--- src/rtl/mrr_pkg.sv ---
// package of offsets, fields and reset values for the measurement result bank
`default_nettype none
package mrr_pkg;
  // ==========================================================
  // register offsets
  localparam logic [7:0] OFS_OC_THRESH = 8'h06; // over-current threshold
  localparam logic [7:0] OFS_CUR_HI = 8'h10; // current result high
  localparam logic [7:0] OFS_CUR_LO = 8'h11; // current result low
  localparam logic [7:0] OFS_VOLT_HI = 8'h12; // voltage result high
  localparam logic [7:0] OFS_VOLT_LO = 8'h13; // voltage result low
  localparam logic [7:0] OFS_AUX_HI = 8'h14; // auxiliary result high
  localparam logic [7:0] OFS_AUX_LO = 8'h15; // auxiliary result low
  // ==========================================================
  // field positions and reset values
  localparam int HI_NIB_MSB = 3; // result bits 11:8 sit in 3:0
  localparam int POS_IRQ = 5; // interrupt seen
  localparam int POS_WARN = 6; // warning seen
  localparam logic [7:0] OC_THRESH_RST = 8'hFF; // threshold reset code
  localparam logic [7:0] OC_THRESH_MIN = 8'h10; // advised lower bound
  localparam logic [11:0] RESULT_RST = 12'h000; // result reset value
  localparam logic [7:0] UNMAPPED_RD = 8'h00; // answer for unused offsets
  // ==========================================================
  // scaling in microvolts per code (documentation only, no logic)
  localparam int OC_UV_PER_CODE = 1000; // threshold step 1 mV
  localparam int RES_UV_X100_PER_CODE = 122000; // 1.22 mV times 100
  // channel indices
  localparam int CH_CUR = 0;
  localparam int CH_VOLT = 1;
  localparam int CH_AUX = 2;
  localparam int NUM_CH = 3;
  // over-current comparator input select
  typedef enum logic [0:0] {
    OC_SRC_MAIN = 1'b0, // main current input pair
    OC_SRC_SEC = 1'b1 // secondary voltage input pair
  } mrr_oc_src_t;
endpackage : mrr_pkg
`default_nettype wire

--- src/rtl/mrr_result_if.sv ---
// interface carrying one channel's capture strobe and code to a holder, and its stored code back
`default_nettype none
interface mrr_result_if;
  logic load; // capture strobe for this channel
  logic [11:0] code; // new two's complement code
  logic [11:0] held; // stored code
  modport holder (input load, input code, output held);
  modport user (output load, output code, input held);
endinterface : mrr_result_if
`default_nettype wire

--- src/rtl/mrr_result_hold.sv ---
// one 12-bit result holder, cleared to zero at reset
`default_nettype none
module mrr_result_hold (
  // clock and reset
  input wire logic sys_clk,
  input wire logic rst_b,
  // channel side
  mrr_result_if.holder ch
);
  // ==========================================================
  // capture: result only changes on the converter's strobe or at reset
  always_ff @(posedge sys_clk) begin
    if (!rst_b) begin
      ch.held <= mrr_pkg::RESULT_RST;
    end else if (ch.load) begin
      ch.held <= ch.code;
    end
  end
endmodule : mrr_result_hold
`default_nettype wire

--- src/rtl/mrr_bank.sv ---
// measurement result register bank with over-current threshold
// Notes on behaviour
// - threshold code 8 bits, resets to ones
// - current result split at 10h/11h
// - current code step 1.22 mV scaled
// - voltage result split at 12h/13h
// - voltage code step 1.22 mV over gain
// - auxiliary result high nibble at 14h
// - bit 5 is inverse of interrupt pin
// - bit 6 shows any warning condition
// - results and flags reset zero, read-only
// - config bit picks comparator input pair
`default_nettype none
module mrr_bank (
  // clock and reset
  input wire logic sys_clk,
  input wire logic rst_b,
  // register port from the serial front end
  input wire logic reg_wr,
  input wire logic reg_rd,
  input wire logic [7:0] reg_addr,
  input wire logic [7:0] reg_wdata,
  output logic [7:0] reg_rdata,
  // converter results, one strobe per channel
  input wire logic [2:0] res_load,
  input wire logic [11:0] cur_code,
  input wire logic [11:0] volt_code,
  input wire logic [11:0] aux_code,
  // status from the rest of the device
  input wire logic interrupt_pin_n,
  input wire logic over_temp,
  input wire logic under_volt,
  input wire logic over_cur,
  input wire logic oc_channel_sel,
  // to the analog over-current comparator
  output logic [7:0] oc_thresh,
  output logic oc_src_sec
);
  // ==========================================================
  // threshold register
  logic [7:0] oc_thresh_r; // programmed code, 1 mV per step
  logic [7:0] oc_thresh_nxt;

  // software writes replace the code; no clamp applied to low codes
  always_comb begin
    oc_thresh_nxt = oc_thresh_r;
    if (reg_wr && reg_addr == mrr_pkg::OFS_OC_THRESH) begin
      oc_thresh_nxt = reg_wdata;
    end
  end

  // reset to all ones so the trip point starts at its highest
  always_ff @(posedge sys_clk) begin
    if (!rst_b) begin
      oc_thresh_r <= mrr_pkg::OC_THRESH_RST;
    end else begin
      oc_thresh_r <= oc_thresh_nxt;
    end
  end

  // threshold drives the comparator DAC directly
  assign oc_thresh = oc_thresh_r;

  // ==========================================================
  // comparator input select
  mrr_pkg::mrr_oc_src_t oc_src;
  // zero picks main current pair, one picks secondary pair
  assign oc_src = mrr_pkg::mrr_oc_src_t'(oc_channel_sel);
  assign oc_src_sec = (oc_src == mrr_pkg::OC_SRC_SEC);

  // ==========================================================
  // result holders; codes already in 1.22 mV steps from the converter
  mrr_result_if ch_if[mrr_pkg::NUM_CH] ();
  logic [11:0] codes [mrr_pkg::NUM_CH]; // incoming codes by channel
  logic [11:0] held [mrr_pkg::NUM_CH]; // stored codes by channel

  assign codes[mrr_pkg::CH_CUR] = cur_code;
  assign codes[mrr_pkg::CH_VOLT] = volt_code;
  assign codes[mrr_pkg::CH_AUX] = aux_code;

  genvar gi;
  generate
    for (gi = 0; gi < mrr_pkg::NUM_CH; gi++) begin : g_ch
      assign ch_if[gi].load = res_load[gi];
      assign ch_if[gi].code = codes[gi];
      assign held[gi] = ch_if[gi].held;
      mrr_result_hold u_hold (
        .sys_clk(sys_clk),
        .rst_b(rst_b),
        .ch(ch_if[gi])
      );
    end
  endgenerate

  // ==========================================================
  // flag registers, reset to zero
  logic irq_seen_r; // inverse of interrupt pin
  logic warn_seen_r; // any warning condition

  // flags registered so reads are glitch free
  always_ff @(posedge sys_clk) begin
    if (!rst_b) begin
      irq_seen_r <= 1'b0;
      warn_seen_r <= 1'b0;
    end else begin
      irq_seen_r <= ~interrupt_pin_n;
      warn_seen_r <= over_temp | under_volt | over_cur;
    end
  end

  // ==========================================================
  // high register assembly: 7 and 4 zero, 6 warn, 5 irq, 3:0 nibble
  function automatic logic [7:0] hi_byte(input logic [11:0] v,
                                         input logic irq,
                                         input logic warn);
    logic [7:0] b;
    b = 8'h00;
    b[mrr_pkg::HI_NIB_MSB:0] = v[11:8];
    b[mrr_pkg::POS_IRQ] = irq;
    b[mrr_pkg::POS_WARN] = warn;
    return b;
  endfunction : hi_byte

  // ==========================================================
  // read mux; writes to result offsets are ignored (read-only)
  logic [7:0] rdata_nxt;
  logic [7:0] rdata_r;

  always_comb begin
    rdata_nxt = mrr_pkg::UNMAPPED_RD;
    case (reg_addr)
      mrr_pkg::OFS_OC_THRESH: rdata_nxt = oc_thresh_r;
      mrr_pkg::OFS_CUR_HI: begin
        rdata_nxt = hi_byte(held[mrr_pkg::CH_CUR], irq_seen_r,
                            warn_seen_r);
      end
      mrr_pkg::OFS_CUR_LO: rdata_nxt = held[mrr_pkg::CH_CUR][7:0];
      mrr_pkg::OFS_VOLT_HI: begin
        rdata_nxt = hi_byte(held[mrr_pkg::CH_VOLT], irq_seen_r,
                            warn_seen_r);
      end
      mrr_pkg::OFS_VOLT_LO: rdata_nxt = held[mrr_pkg::CH_VOLT][7:0];
      mrr_pkg::OFS_AUX_HI: begin
        rdata_nxt = hi_byte(held[mrr_pkg::CH_AUX], irq_seen_r,
                            warn_seen_r);
      end
      mrr_pkg::OFS_AUX_LO: rdata_nxt = held[mrr_pkg::CH_AUX][7:0];
      default: rdata_nxt = mrr_pkg::UNMAPPED_RD;
    endcase
  end

  // read data captured on a read strobe and held until the next one
  always_ff @(posedge sys_clk) begin
    if (!rst_b) begin
      rdata_r <= 8'h00;
    end else if (reg_rd) begin
      rdata_r <= rdata_nxt;
    end
  end

  assign reg_rdata = rdata_r;
endmodule : mrr_bank
`default_nettype wire

--- config.mk ---
export PLATFORM = sky130hd
export DESIGN_NAME = mrr_bank
export DESIGN_NICKNAME = d
export VERILOG_FILES = /design/src/rtl/mrr_pkg.sv /design/src/rtl/mrr_result_if.sv /design/src/rtl/mrr_result_hold.sv /design/src/rtl/mrr_bank.sv
export SDC_FILE = /design/constraint.sdc
export NUM_CORES = 1
export LEC_CHECK = 0
export BUFFER_PORTS_ARGS = -buffer_cell sky130_fd_sc_hd__buf_2
export CAP_MARGIN = 20
export CORE_MARGIN = 2
export CORE_UTILIZATION = 48
export DETAILED_ROUTE_END_ITERATION = 6
export HOLD_SLACK_MARGIN = 0.15
export PLACE_DENSITY_LB_ADDON = 0.1
export SKIP_LAST_GASP = 1
export SYNTH_ARGS = -nofsm -noshare
export SYNTH_HDL_FRONTEND = slang
export SYNTH_SLANG_ARGS = --single-unit
export TNS_END_PERCENT = 50
--- constraint.sdc ---
create_clock -name sys_clk -period 4.9 [get_ports sys_clk]
set_input_delay 0.49 -clock sys_clk [delete_from_list [all_inputs] [get_ports sys_clk]]
set_output_delay 0.49 -clock sys_clk [all_outputs]
set_load 0.02 [all_outputs]
# After elaboration in Yosys (flattened, before gate mapping)

Cells that the tools add are included.

Mux-type cells: 1
Bitwise gates (word level): 3
Reduce and logical (&&, ||, !) cells: 1
Equality and inequality tests: 7

Operator list:

| cell               | count |
|---|---|
| $pmux 8 s7         | 1 |
| $eq 8x5->1 const B | 6 |
| $eq 8x3->1 const B | 1 |
| $or 1x1->1         | 2 |
| $logic_and 1x1->1  | 1 |
| $not 1->1          | 1 |

Output and inout port bits: 17
Logic and storage cells: 19
Flip-flop bits (word level): 54
Input port bits: 64

# Longest topological paths before layout

Word-level depth: 2
Depth in mapped cells: 6
Gate-level depth less buffers: 4

# Cells and area by module

From an unflattened synthesis, not the netlist that was laid out.

Cell total of the unflattened synthesis: 243
Area, all modules: 2439.8 sq um

Modules (own cells, without submodules):

| module          | times used | area each (sq um) | sequential area each (sq um) | cells an instance |
|---|---|---|---|---|
| mrr_result_hold | 3          | 450.4             | 240.2                        | 38 |
| mrr_bank        | 1          | 1088.5            | 360.3                        | 129 |

# Worst setup path before layout

No wires, ideal clock.

Kind: in2reg
Start point: in reg_addr[0]
End point: reg oc_thresh_r[0], in the netlist oc_thresh[0]
Data required time: 4.764 ns
Arrival: 1.901 ns
Cell stages on the path: 6
Buffers on the path: 2
Path slack: 2.862 ns
Setup time: 0.136 ns
Cells stage by stage: buf_6 -> or4b_4 -> or4_4 -> buf_6 -> nand2_1 -> nand3_1

Word-level cells in the longest chain between the ends: 2

RTL lines:

| item                 | line           | source |
|---|---|---|
| from (decl)          | mrr_bank.sv:21 | `input wire logic [7:0] reg_addr,` |
| $eq 8x3->1           | mrr_bank.sv:47 | `if (reg_wr && reg_addr == mrr_pkg::OFS_OC_THRESH) begin` |
| $logic_and 1x1->1    | mrr_bank.sv:47 |  |
| to (signal assigned) | mrr_bank.sv:55 | `oc_thresh_r <= mrr_pkg::OC_THRESH_RST;` |
| to (signal assigned) | mrr_bank.sv:57 | `oc_thresh_r <= oc_thresh_nxt;` |
| to (decl)            | mrr_bank.sv:41 | `logic [7:0] oc_thresh_r;` |

No other way between the ends.
A chain may end at the register's enable or synchronous reset.

# Worst setup path in the final report

Start point: in reg_addr[7]
End point: reg rdata_r[0], in the netlist reg_rdata[0]

Word-level cells in the longest chain between the ends: 2
Elaborated cells between the ends (all ways): 8
Classes of those cells: eq/ne (7); mux (1)

RTL lines:

| item                                            | line            | source |
|---|---|---|
| $eq 8x5->1 / $eq 8x3->1 (equally long branches) | mrr_bank.sv:131 | `case (reg_addr)` |
| $pmux 8 s7 *                                    | mrr_bank.sv:131 |  |
| to (signal assigned)                            | mrr_bank.sv:157 | `rdata_r <= rdata_nxt;` |
| to (decl)                                       | mrr_bank.sv:127 | `logic [7:0] rdata_r;` |

Mark *: on every way between the ends. The rest lies on a longest branch, timed or not.

==> reports/results.ini <==
[synthesis]
syn_nets=315
ys.flop_type=dfxtp_1
ys_types=42
yosysWarnings=0
synth_area_um2=2467
async_reset_ff_frac=0
synth_enable_flop_cells=0
syn_inst=251
ys_seq_area_frac=0.4381
avgSynthCellArea_um2=9.830
ys_ff_latch=54

[clock_tree]
cts_tree=done
post_cts_buffers=0
cts_hold_buf=0
cts_resized=0
cts_buffers=5
clock_sinks=54
clkTransAtPathRegs_ns=0.09
htree_levels=2
cts_buffer_depth=2
insertion_delay_ns=0.30
cts_root_buf=clkbuf_8

[run_status]
status=finished, final reports clean

[timing]
finClkSkew_ns=0.006975
rsz0062_at_grt=no
tns_ns=0
period_minus_slack_ns=2.077
period_share=0.4238
max_freq_mhz=481.5
tightestPinTransition_ns=0.7251
slew_headroom=0.5166
setup_viol=0
slew_violations=0
hold_viol=0

[global_route]
grt_max_degree=51
antenna_found_initial=0
grt_usage=0.2047
first_global_vias=1797
grt_overflow_total=0
grt_first_pass_wirelength_um=8804

[placed_design]
place_hpwl_um=4303
place_congestion=0.9261
dp_cells=383
io_buffers=78
placedInstanceArea_um2=2859

[drt]
dr.pass1.iters=4
post_drt_wl_per_cell_um=14.62
vias=2035
remaining_drc_errors=0
drtIter0Drc=194
routed_via_density=5.218
drt_wl_total_um=5702
antenna_left=0

[worst_hold_path]
hold_class=in -> reg

[die]
num_rows=26
core-area_um2=5042
io_pins=81
die_y_um=75.70
die_area_um2=5730
die_w_um=75.70
initial_core_util=0.4893

[cells_and_area]
stdcell_count=390
fin_util=0.5829
nets=384
drive_gt1_frac=0.2938
fillers=475
area_growth_pct=19.12
final_area_um2=2939
n_antenna_cell=0

[worst_setup_path]
start_kind=input pin
cp.arrival_ns=2.31
cp_max_fo=15
endpoint_kind=flop
cp.required_ns=5.13
crit_type=in -> reg

[power_and_ir_drop]
static-leakage-power_nw=1.291
peakVddDrop_mv=0.1728
power_uw=803.0
power.density_nw_per_um2=273.2

[run]
cap_violations=0

## logic make-up (layout without fill, tap and decap cells)
| group | Yosys count | count (layout) | synth area share |
|---|---|---|---|
| buffers and inverters | 21 | 90 | 0.04260 |
| AO/OA/AOI/OAI | 35 | 35 | 0.1085 |
| flip-flops | 54 | 54 | 0.4381 |
| multiplexers | 44 | 44 | 0.1795 |
| AND/OR/NAND/NOR | 97 | 97 | 0.2312 |
## final cells by class
cell class,count,area (µm²),share of cell area
well taps,70,87.58,0.02980
multi-input cells,176,1281,0.4359
flip-flops and latches,54,1081,0.3678
inverters,5,18.77,0.006386
clock buffers,6,72.57,0.02469
repair buffers,78,390.4,0.1328
clock inverters,1,7.507,0.002554
## sequential cells by signal (all words and copies together) (netlist names)
signal               cells
g_ch.u_hold.ch.held     36
irq_seen_r               1
oc_thresh                8
reg_rdata                8
warn_seen_r              1
## cells in the final DEF (no fill, tap or decap), types with 2 or more instances in the layout
| cell | netlist | final |
|---|---|---|
| buf_2 | 0 | 78 |
| dfxtp_1 | 54 | 54 |
| mux2i_1 | 42 | 42 |
| nor2b_1 | 38 | 38 |
| nand2_1 | 19 | 19 |
| nand3_1 | 16 | 16 |
| inv_1 | 5 | 5 |
| o21ai_0 | 5 | 5 |
| clkbuf_8 | 0 | 5 |
| nor2_1 | 4 | 4 |
| a22o_1 | 4 | 4 |
| a22oi_1 | 4 | 4 |
| nor3_1 | 4 | 4 |
| a32oi_1 | 3 | 3 |
| a221oi_1 | 3 | 3 |
| a31oi_1 | 3 | 3 |
| nand3b_1 | 3 | 3 |
| or4b_2 | 2 | 2 |
| o32ai_1 | 2 | 2 |
| a21boi_0 | 2 | 2 |
| o2bb2ai_1 | 2 | 2 |
| mux2_2 | 2 | 2 |
## worst paths after layout
path                              start            to  slack [ns]  depth (start not counted)
min                     interrupt_pin_n    irq_seen_r        0.34                          2
max reg2reg  g_ch[1].u_hold.ch.held[10]  reg_rdata[2]        3.73                          4
min reg2reg                reg_rdata[7]  reg_rdata[7]        0.47                          2
max                         reg_addr[7]  reg_rdata[0]        2.82                          5
## cell usage after synthesis (2+ instances only)
library cell / n / area, µm²
o21ai_0: 5 / 25.02
nor2b_1: 38 / 237.7
a22oi_1: 4 / 30.03
buf_6: 2 / 22.52
mux2i_1: 42 / 420.4
nand2_1: 19 / 71.32
dfxtp_1: 54 / 1081
a221oi_1: 3 / 26.28
o32ai_1: 2 / 17.52
nor3_1: 4 / 20.02
buf_1: 4 / 15.01
mux2_2: 2 / 22.52
nand3b_1: 3 / 22.52
buf_4: 3 / 22.52
a22o_1: 4 / 35.03
a31oi_1: 3 / 18.77
or4b_2: 2 / 20.02
nor2_1: 4 / 15.01
inv_1: 5 / 18.77
a21boi_0: 2 / 15.01
clkbuf_1: 7 / 26.28
nand3_1: 16 / 80.08
o2bb2ai_1: 2 / 17.52
a32oi_1: 3 / 26.28
## metrics by stage
stage	setup slack, ns	hold slack, ns
2_1_floorplan	2.862	0.4766
3_3_place_gp	2.540	0.4488
3_5_place_dp	2.499	0.4497
4_1_cts	2.828	0.3308
5_1_grt	2.685	0.3306
6_report	2.823	0.3356
## power by group
part           total [mW]  internal (mW)  switching (mW)
Combinational      0.0990         0.0506          0.0484
Sequential          0.469          0.458          0.0111
Clock               0.235         0.0983           0.137
## metal layers
| layer | wire length (µm) | global-route usage |
|---|---|---|
| met4 | 37 | 0.03509 |
| met1 | 2799 | 0.3081 |
| met2 | 2531 | 0.2995 |
| met3 | 334 | 0.05291 |
| met5 | 0 | 0 |
## critical path, cell delays in order
cell and delay, ns:
buf_2 0.14, or4b_4 0.59, nor3_4 0.52, o311ai_1 0.32, a32oi_1 0.24
No activity file was read; power rests on OpenSTA's default activity.
